[src/include/bitcall_pkg.sv]
// Constants for the bit-operation and subroutine-call execution block
`default_nettype none
package bitcall_pkg;
    // ----------------------------------------------------------------
    // Instruction word layout
    // ----------------------------------------------------------------
    localparam int INSTR_W    = 14;
    localparam int OPC_HI     = 13;                 // Top of major opcode
    localparam int OPC_LO     = 12;
    localparam int SUB_HI     = 11;                 // Bit-op sub opcode
    localparam int SUB_LO     = 10;
    localparam int BIT_HI     = 9;                  // Bit position field
    localparam int BIT_LO     = 7;
    localparam int REG_HI     = 6;                  // Register address
    localparam int REG_LO     = 0;
    localparam int CALL_SEL   = 11;                 // 0 selects call
    localparam int IMM_HI     = 10;                 // Call immediate
    localparam int IMM_LO     = 0;

    // ----------------------------------------------------------------
    // Opcode codes
    // ----------------------------------------------------------------
    localparam logic [1:0] MAJ_BITOP = 2'h1;
    localparam logic [1:0] MAJ_CTRL  = 2'h2;
    localparam logic [1:0] SUB_CLR   = 2'h0;
    localparam logic [1:0] SUB_SET   = 2'h1;
    localparam logic [1:0] SUB_TSTZ  = 2'h2;
    localparam logic [1:0] SUB_TSTO  = 2'h3;

    // ----------------------------------------------------------------
    // Page latch and program counter layout
    // ----------------------------------------------------------------
    localparam int PAGE_HI    = 4;
    localparam int PAGE_LO    = 3;
    localparam int PC_W       = 13;
    localparam int LATCH_W    = 8;
    localparam int DATA_W     = 8;

    // ----------------------------------------------------------------
    // Reset values and cycle figures
    // ----------------------------------------------------------------
    localparam logic [7:0]  DATA_RST  = 8'h00;
    localparam logic [12:0] PC_RST    = 13'h0000;
    localparam logic [6:0]  ADDR_RST  = 7'h00;
    localparam int          CALL_CYC  = 2;          // Cycles of a call
    localparam int          SKIP_CYC  = 2;          // Cycles of a skip

    // Sequencer states, one-hot
    typedef enum logic [1:0] {
        ST_RUN = 2'b01,
        ST_NOP = 2'b10
    } exec_state_t;
endpackage
`default_nettype wire

[src/core/bit_ops_and_call_exec.sv]
// Execute stage for bit clear/set, bit test-and-skip and subroutine call
`default_nettype none
module bit_ops_and_call_exec #(
    parameter int ADDR_W = 7,
    parameter int PC_W   = bitcall_pkg::PC_W
) (
    input  wire logic                  i_clk,
    input  wire logic                  i_rst,
    input  wire logic                  i_instr_valid,
    input  wire logic [13:0]           i_instr,
    input  wire logic [7:0]            i_operand,
    input  wire logic [PC_W-1:0]       i_pc,
    input  wire logic [7:0]            i_page_latch,
    output logic                       o_reg_we,
    output logic [ADDR_W-1:0]          o_reg_addr,
    output logic [7:0]                 o_reg_wdata,
    output logic                       o_flush,
    output logic                       o_nop_cycle,
    output logic                       o_stack_push,
    output logic [PC_W-1:0]            o_stack_top_entry,
    output logic                       o_pc_load,
    output logic [PC_W-1:0]            o_pc_value,
    output logic                       o_flags_we
);
    // ----------------------------------------------------------------
    // Elaboration checks
    // ----------------------------------------------------------------
    if (ADDR_W != bitcall_pkg::REG_HI - bitcall_pkg::REG_LO + 1) begin : g_aw
        $error("ADDR_W must match the register field");
    end
    if (PC_W != bitcall_pkg::PC_W) begin : g_pw
        $error("PC_W must be thirteen");
    end

    // ----------------------------------------------------------------
    // Decode
    // ----------------------------------------------------------------
    // Mask with a single bit set at the chosen position
    function automatic logic [7:0] bit_mask(input logic [2:0] pos);
        bit_mask = 8'h01 << pos;
    endfunction

    bitcall_pkg::exec_state_t state;

    logic [1:0]  major;
    logic [1:0]  sub;
    logic [2:0]  bit_pos;
    logic        accept;
    logic        bit_op;
    logic        call_op;
    logic        sel_bit;
    logic        next_skip;

    assign major   = i_instr[bitcall_pkg::OPC_HI:bitcall_pkg::OPC_LO];
    assign sub     = i_instr[bitcall_pkg::SUB_HI:bitcall_pkg::SUB_LO];
    assign bit_pos = i_instr[bitcall_pkg::BIT_HI:bitcall_pkg::BIT_LO];
    // A fetched word is ignored while the flushed slot executes a NOP
    assign accept  = i_instr_valid && (state == bitcall_pkg::ST_RUN);
    assign bit_op  = accept && (major == bitcall_pkg::MAJ_BITOP);
    assign call_op = accept && (major == bitcall_pkg::MAJ_CTRL)
                     && !i_instr[bitcall_pkg::CALL_SEL];
    assign sel_bit = |(i_operand & bit_mask(bit_pos));
    // Skip decision for either test opcode
    assign next_skip = bit_op
        && (((sub == bitcall_pkg::SUB_TSTZ) && !sel_bit)
         || ((sub == bitcall_pkg::SUB_TSTO) && sel_bit));

    // ----------------------------------------------------------------
    // Sequencer
    // ----------------------------------------------------------------
    // Skip and call both stretch to a second, NOP cycle
    // A word offered in that slot is lost, so fetch must hold it back
    always_ff @(posedge i_clk or posedge i_rst) begin
        if (i_rst) begin
            state <= bitcall_pkg::ST_RUN;
        end else begin
            case (state)
                bitcall_pkg::ST_RUN: begin
                    if (next_skip || call_op) begin
                        state <= bitcall_pkg::ST_NOP;
                    end
                end
                bitcall_pkg::ST_NOP: begin
                    state <= bitcall_pkg::ST_RUN;
                end
                default: begin
                    state <= bitcall_pkg::ST_RUN;
                end
            endcase
        end
    end

    // Marks the discarded slot; registered for a clean output
    always_ff @(posedge i_clk or posedge i_rst) begin
        if (i_rst) begin
            o_flush     <= 1'b0;
            o_nop_cycle <= 1'b0;
        end else begin
            o_flush     <= next_skip || call_op;
            o_nop_cycle <= (state == bitcall_pkg::ST_RUN)
                           && (next_skip || call_op);
        end
    end

    // ----------------------------------------------------------------
    // Register file write-back
    // ----------------------------------------------------------------
    // Read-modify-write of the whole byte; tests write nothing
    always_ff @(posedge i_clk or posedge i_rst) begin
        if (i_rst) begin
            o_reg_we    <= 1'b0;
            o_reg_addr  <= bitcall_pkg::ADDR_RST;
            o_reg_wdata <= bitcall_pkg::DATA_RST;
        end else begin
            o_reg_we   <= bit_op && (sub == bitcall_pkg::SUB_CLR
                                  || sub == bitcall_pkg::SUB_SET);
            o_reg_addr <= i_instr[bitcall_pkg::REG_HI:bitcall_pkg::REG_LO];
            if (sub == bitcall_pkg::SUB_CLR) begin
                o_reg_wdata <= i_operand & ~bit_mask(bit_pos);
            end else begin
                o_reg_wdata <= i_operand | bit_mask(bit_pos);
            end
        end
    end

    // None of these opcodes touches the status flags
    always_ff @(posedge i_clk or posedge i_rst) begin
        if (i_rst) begin
            o_flags_we <= 1'b0;
        end else begin
            o_flags_we <= 1'b0;
        end
    end

    // ----------------------------------------------------------------
    // Call: stack push and program counter load
    // ----------------------------------------------------------------
    // Push and load land together; the stack gets the return address, i_pc plus one
    always_ff @(posedge i_clk or posedge i_rst) begin
        if (i_rst) begin
            o_stack_push      <= 1'b0;
            o_stack_top_entry <= bitcall_pkg::PC_RST;
            o_pc_load         <= 1'b0;
            o_pc_value        <= bitcall_pkg::PC_RST;
        end else begin
            o_stack_push <= call_op;
            o_pc_load    <= call_op;
            if (call_op) begin
                o_stack_top_entry <= i_pc + 13'h0001;
                o_pc_value <= {
                    i_page_latch[bitcall_pkg::PAGE_HI:bitcall_pkg::PAGE_LO],
                    i_instr[bitcall_pkg::IMM_HI:bitcall_pkg::IMM_LO]
                };
            end
        end
    end
endmodule
`default_nettype wire

[config.mk]
export PLATFORM = sky130hd
export DESIGN_NAME = bit_ops_and_call_exec
export DESIGN_NICKNAME = d
export VERILOG_FILES = /design/src/include/bitcall_pkg.sv /design/src/core/bit_ops_and_call_exec.sv
export SDC_FILE = /design/constraint.sdc
export NUM_CORES = 1
export LEC_CHECK = 0
export BUFFER_PORTS_ARGS = -buffer_cell sky130_fd_sc_hd__buf_2
export CORE_MARGIN = 2
export CORE_UTILIZATION = 41
export DETAILED_ROUTE_END_ITERATION = 10
export PLACE_DENSITY_LB_ADDON = 0.3
export SLEW_MARGIN = 5
export SYNTH_ARGS = -nofsm -noshare
export SYNTH_HDL_FRONTEND = slang
export SYNTH_SLANG_ARGS = --single-unit
[constraint.sdc]
create_clock -name i_clk -period 1.7 [get_ports i_clk]
set_input_delay 0.51 -clock i_clk [delete_from_list [all_inputs] [get_ports i_clk]]
set_output_delay 0.51 -clock i_clk [all_outputs]
set_load 0.1 [all_outputs]
==> results of run 1 <==
## routing by layer
layer	vias to the layer above	global-route usage [%]	part of all wire (%)
li1	840	-	-
met1	783	18.6	41
met2	62	29.9	51
met3	5	5.39	6.6
met4	0	6.79	1.4
met5	-	0	0
## worst max path at each step
stage | startpoint | end | slack, ps | depth (start not counted)
4_1_cts | state[0]$_DFFE_PP1P_ | o_pc_value[8]$_DFFE_PP0P_ | 60 | 6
5_1_grt | state[0]$_DFFE_PP1P_ | o_pc_value[12]$_DFFE_PP0P_ | -10 | 6
3_3_place_gp | i_instr[7] | o_flush$_DFF_PP0_ | -220 | 5
6_report | state[0]$_DFFE_PP1P_ | o_stack_top_entry[9]$_DFFE_PP0P_ | 70 | 4
3_5_place_dp | i_instr[7] | o_flush$_DFF_PP0_ | -240 | 5
2_1_floorplan | i_rst | o_pc_load$_DFF_PP0_ | -30 | 1
## cells in the mapped netlist, drive strengths merged
cell type	count	area, µm²
mux2i	1	10.0
nand2	61	229
ha	1	12.5
dfrtp	46	1150
clkbuf	3	11.3
nand4	1	6.26
nor2b	1	6.26
inv	4	15.0
mux4	2	52.6
clkinv	1	3.75
a31oi	2	12.5
conb	1	3.75
buf	7	40.0
o21ai	16	80.1
a31o	3	26.3
or4b	1	10.0
a21oi	4	20.0
nand3	5	25.0
dfstp	1	26.3
xnor2	9	78.8
nor2	8	30.0
nand3b	4	30.0
nor4	3	18.8
xor2	3	26.3
nor3	3	15.0
nor3b	3	22.5
## flip-flops by register name, indices dropped and copies added, names as in the netlist
| signal | flops |
|---|---|
| o_flush | 1 |
| state | 2 |
| o_reg_addr | 7 |
| o_nop_cycle | 1 |
| o_reg_wdata | 8 |
| o_pc_load | 1 |
| o_stack_top_entry | 13 |
| o_pc_value | 13 |
| o_reg_we | 1 |
## power by group through the flow
stage	logic [mW]	registers, mW	clock network [mW]
global route	1.86	1.38	0.917
detailed placement	1.78	1.38	0
global placement	1.77	1.38	0
CTS	1.79	1.36	0.878
floorplan	0.218	2.62	0
finish	1.78	1.36	0.854
## through the flow
step	setup WS [ps]	cells
2_1_floorplan	-25.7	194
3_3_place_gp	-221	341
3_5_place_dp	-245	341
4_1_cts	56.4	349
5_1_grt	-11.5	349
6_report	68.1	349
## timing repair
| action | 4_1_cts | 5_1_grt |
|---|---|---|
| gates resized for setup | 1 | 8 |
| setup buffers | 0 | 0 |
| pin swaps | 0 | 1 |
| setup endpoints to repair | 21 | 10 |
## cells by family after synthesis
group,after synthesis
simple gates,90
flops,47
compound gates,25
buf+inv,15
xor+xnor,12
mux,3
fa+ha+maj,1
other cells,1
## cell type report
type	count	area (µm²)	share of cell area (%)
clock buffers	6	82.6	3.04
clock inverters	2	38.8	1.43
inverters	5	18.8	0.692
multi-input cells	132	729	26.9
flip-flops and latches	47	1180	43.4
well taps	54	67.6	2.49
repair buffers	103	598	22.0
==> impl_metrics.env, run 1 <==
export IMPL_yosysSeqAreaShare_pct=60.0
export IMPL_p_seq_share_pct=34.0
export IMPL_via_per_inst=4.84
export IMPL_hold_violations=0
export IMPL_worstSetupStartpointType="flip-flop"
export IMPL_rsz0062_at_grt="yes"
export IMPL_syn_num_nets=241
export IMPL_pwr_share_clk_pct=21.4
export IMPL_cts_tree="built"
export IMPL_timing_rr_start="state[0]$_DFFE_PP1P_"
export IMPL_drtIter0Drc=49
export IMPL_dp_hpwl_um=3350
export IMPL_num_fill_cells=414
export IMPL_grt_pass1_vias=1604
export IMPL_grt_overflow=0
export IMPL_final_cell_mix="85 x buf_2, 60 x nand2_1, 45 x dfrtp_1, 15 x buf_4, 12 x o21ai_0"
export IMPL_cpPeakStageDelay_ps=550
export IMPL_hold_slack_ps=209
export IMPL_path_cells="nand3b_1 -> or4b_4 -> buf_12 -> o21ai_0"
export IMPL_tns_ps=0
export IMPL_tightest_slew_ps=521
export IMPL_cts_num_sinks=47
export IMPL_timing_rr_end="o_stack_top_entry[9]$_DFFE_PP0P_"
export IMPL_grt_pass1_wl_um=6900
export IMPL_crit_path_top_delay_cell="or4b_4"
export IMPL_fin_area_um2=2710
export IMPL_first_pass_iters=4
export IMPL_powerDensity_nw_per_um2=1470
export IMPL_mostFrequentLayoutCell="buf_2"
export IMPL_yosysUniqueCellTypes=27
export IMPL_synthMuxAreaShare_pct=3.19
export IMPL_status="complete, no violations"
export IMPL_fin_crit_ps=1630
export IMPL_vdd_drop_max_v=0.000696
export IMPL_rr_worst_depth=4
export IMPL_syn_cell_area_um2=1960
export IMPL_grt_max_degree=27
export IMPL_design_die_area_um2=5360
export IMPL_ys_ff_latch=47
export IMPL_synth_compound_area_share_pct=7.07
export IMPL_die_h_um=73.2
export IMPL_antenna_found_initial=0
export IMPL_core_um2=4660
export IMPL_slew_viol_final=0
export IMPL_critPathRequiredTime_ps=1910
export IMPL_criticalPathCategory="flip-flop to flip-flop"
export IMPL_nets=341
export IMPL_cts_max_level=2
export IMPL_maxCapViolations=0
export IMPL_crit_fanout=26
export IMPL_die_width_um=73.2
export IMPL_power_total_mw=4.00
export IMPL_setup_viol=0
export IMPL_timing_slew_headroom_pct=65.2
export IMPL_syn_avg_cell_area_um2=10.1
export IMPL_p_sw_mw=1.96
export IMPL_synth_simple_area_share_pct=20.0
export IMPL_ctsHoldBuffers=0
export IMPL_p_leak_nw=1.42
export IMPL_p_int_mw=2.04
export IMPL_wl_per_cell_um=12.4
export IMPL_crit_arrival_ps=1840
export IMPL_n_antenna_cell=0
export IMPL_rows=25
export IMPL_critPathTopFamily="simple AND/OR/NAND/NOR gates"
export IMPL_io_pins=93
export IMPL_drtAntennaViolNets=0
export IMPL_cts_root_buffer="clkbuf_8"
export IMPL_synth_top_family_by_area="simple AND/OR/NAND/NOR gates"
export IMPL_wl_um=4330
export IMPL_synth_fa_ha_area_share_pct=0.637
export IMPL_critPathBufInv=1
export IMPL_clkTransAtPathRegs_ps=90
export IMPL_drcViolationCount=0
export IMPL_power_frac_comb_pct=44.6
export IMPL_clk_latency_ps=300
export IMPL_hp_class="primary input to async pin"
export IMPL_timing_fmax_mhz=613
export IMPL_fin_worst_skew_ps=8.08
export IMPL_synth_xor_area_share_pct=5.35
export IMPL_syn2layout_area_growth_pct=38.2
export IMPL_yosysWarnings=0
export IMPL_clockBufferDepth=2
export IMPL_final_period_utilization_pct=96.0
export IMPL_final_util_pct=58.2
export IMPL_end_kind="flip-flop"
export IMPL_gp_congestion=0.791
export IMPL_p_sw_share_pct=49.0
export IMPL_rrSetupSlack_ps=70
export IMPL_placedInstanceArea_um2=2580
export IMPL_cts_inserted_buffers=5
export IMPL_start_util_pct=42.1
export IMPL_port_buffers=85
export IMPL_syn_inst=194
export IMPL_track_usage_pct=16.9
export IMPL_drive_above_1_share_pct=40.3
export IMPL_dr_total_vias=1690
Note: power is estimated with default switching activity, not from simulation.
==> run 2: changes to the inputs <==
--- a/config.mk
+++ b/config.mk
@@ -6,7 +6,6 @@
 export NUM_CORES = 1
 export LEC_CHECK = 0
 export BUFFER_PORTS_ARGS = -buffer_cell sky130_fd_sc_hd__buf_2
-export CORE_MARGIN = 2
 export CORE_UTILIZATION = 41
 export DETAILED_ROUTE_END_ITERATION = 10
 export PLACE_DENSITY_LB_ADDON = 0.3
==> run 2 against run 1 <==
Sequential cell count did not move. The flow now finishes with violations (design-rule violations). Critical path depth grew 1. First-iteration DRC count is 90% higher. Non-clock buffer count is 1 higher. Final area decreased by 1.2%. Wire length is 1.2% lower.
==> impl_metrics.env, run 2 (synthesis results as in run 1) <==
export IMPL_status="complete, but fails checks"
export IMPL_violations="design-rule violations"
export IMPL_power_total_mw=3.82
export IMPL_pwr_share_clk_pct=17.9
export IMPL_crit_cells=5
export IMPL_dpl_cell_count=340
export IMPL_maxCapViolations=0
export IMPL_crit_path_top_delay_cell="or4b_4"
export IMPL_clkTransAtPathRegs_ps=90
export IMPL_final_util_pct=60.0
export IMPL_p_sw_mw=1.97
export IMPL_die_h_um=71.2
export IMPL_track_usage_pct=18.4
export IMPL_p_sw_share_pct=51.7
export IMPL_num_fill_cells=397
export IMPL_critPathRequiredTime_ps=1880
export IMPL_ctsHoldBuffers=0
export IMPL_crit_fanout=26
export IMPL_worstSetupStartpointType="flip-flop"
export IMPL_port_buffers=85
export IMPL_hp_class="primary input to async pin"
export IMPL_dr_total_vias=1644
export IMPL_slew_viol_final=0
export IMPL_mostFrequentLayoutCell="buf_2"
export IMPL_cts_root_buffer="clkbuf_8"
export IMPL_cts_tree="built"
export IMPL_nets=342
export IMPL_syn2layout_area_growth_pct=36.6
export IMPL_tightest_slew_ps=537
export IMPL_wl_per_cell_um=12.3
export IMPL_setup_viol=0
export IMPL_vdd_drop_max_v=0.000569
export IMPL_crit_arrival_ps=1810
export IMPL_core_um2=4470
export IMPL_drive_above_1_share_pct=39.2
export IMPL_regArea_um2=1180
export IMPL_criticalPathCategory="flip-flop to flip-flop"
export IMPL_p_int_mw=1.85
export IMPL_largestRegisters="o_pc_value x13, o_stack_top_entry x13, o_reg_wdata x8"
export IMPL_cts_inserted_buffers=5
export IMPL_tns_ps=0
export IMPL_cpPeakStageDelay_ps=530
export IMPL_cts_max_level=2
export IMPL_wl_um=4280
export IMPL_post_cts_setup_buffers=0
export IMPL_clk_latency_ps=310
export IMPL_timing_slew_headroom_pct=64.1
export IMPL_drtIter0Drc=93
export IMPL_grt_max_degree=27
export IMPL_powerDensity_nw_per_um2=1420
export IMPL_grt_pass1_wl_um=7050
export IMPL_p_leak_nw=1.42
export IMPL_rr_worst_depth=5
export IMPL_grt_pass1_vias=1629
export IMPL_critPathBufInv=1
export IMPL_end_kind="flip-flop"
export IMPL_via_per_inst=4.72
export IMPL_final_cell_mix="85 x buf_2, 61 x nand2_1, 45 x dfrtp_1, 15 x o21ai_0, 15 x buf_4"
export IMPL_hold_violations=0
export IMPL_fin_crit_ps=1620
export IMPL_n_antenna_cell=0
export IMPL_path_cells="nand3b_1 -> or4b_4 -> buf_6 -> nand2_1 -> o21ai_0"
export IMPL_die_width_um=71.2
export IMPL_dp_hpwl_um=3290
export IMPL_io_pins=93
export IMPL_final_cells=348
export IMPL_grt_overflow=0
export IMPL_critPathTopFamily="simple AND/OR/NAND/NOR gates"
export IMPL_cts_num_sinks=47
export IMPL_fin_worst_skew_ps=6.36
export IMPL_multiInputGateArea_um2=719
export IMPL_drcViolationCount=5
export IMPL_start_util_pct=43.9
export IMPL_hold_slack_ps=167
export IMPL_final_period_utilization_pct=95.4
export IMPL_drtAntennaViolNets=0
export IMPL_rows=24
export IMPL_p_seq_share_pct=35.6
export IMPL_gp_congestion=0.782
export IMPL_clockBufferDepth=2
export IMPL_power_frac_comb_pct=46.6
export IMPL_antenna_found_initial=0
export IMPL_timing_fmax_mhz=617
export IMPL_design_die_area_um2=5070
export IMPL_first_pass_iters=8
-- run 2: cell count changes in the layout (fill, tap and decap cells not counted), sizes merged --
| cell | change |
|---|---|
| clkinv | +2 |
| clkbuf | -1 |
| buf | +1 |
| bufinv | -1 |
-- run 2: per-layer routing --
metal	wire length, µm	GRT usage [%]
met2	2080	30.8
met3	296	4.99
met1	1850	22.0
met5	0	0
met4	59	8.67
-- run 2: final cells by class --
cell class	instances	area share [%]
clock inverters	3	0.840
well taps	52	2.43
clock buffers	5	2.57
repair buffers	104	22.7
inverters	5	0.700
flip-flops and latches	47	43.9
multi-input cells	132	26.8
-- run 2: repair_timing --
action / 4_1_cts / 5_1_grt
gates resized for setup: 1 / 2
pin swaps: 0 / 0
setup endpoints to repair: 6 / 10
-- run 2: path summary, 6_finish.rpt --
| check | from | end | slack [ps] |
|---|---|---|---|
| setup / recovery | state[0]$_DFFE_PP1P_ | o_stack_top_entry[3]$_DFFE_PP0P_ | 80 |
| hold / removal | i_rst | o_reg_addr[0]$_DFF_PP0_ | 170 |
| setup reg to reg | state[0]$_DFFE_PP1P_ | o_stack_top_entry[3]$_DFFE_PP0P_ | 80 |
| hold reg to reg | o_pc_value[3]$_DFFE_PP0P_ | o_pc_value[3]$_DFFE_PP0P_ | 480 |
| max in group asynchronous | i_rst | o_stack_top_entry[9]$_DFFE_PP0P_ | 1010 |
| min in group i_clk | i_instr[5] | o_reg_addr[5]$_DFF_PP0_ | 320 |
-- run 2: per-stage QoR --
stage	cell area, µm²	setup slack (ps)
after global routing	2680	-15.2
after global placement	2580	-193
after CTS	2680	15.6
after floorplan	1960	-25.7
after detailed placement	2580	-221
final	2680	78.6
-- run 2: power groups by stage --
stage | clock network [mW] | registers (mW) | logic [mW]
2_1_floorplan | 0 | 2.62 | 0.218
3_3_place_gp | 0 | 1.37 | 1.77
3_5_place_dp | 0 | 1.38 | 1.79
4_1_cts | 0.702 | 1.36 | 1.79
5_1_grt | 0.749 | 1.38 | 1.85
6_report | 0.683 | 1.36 | 1.78
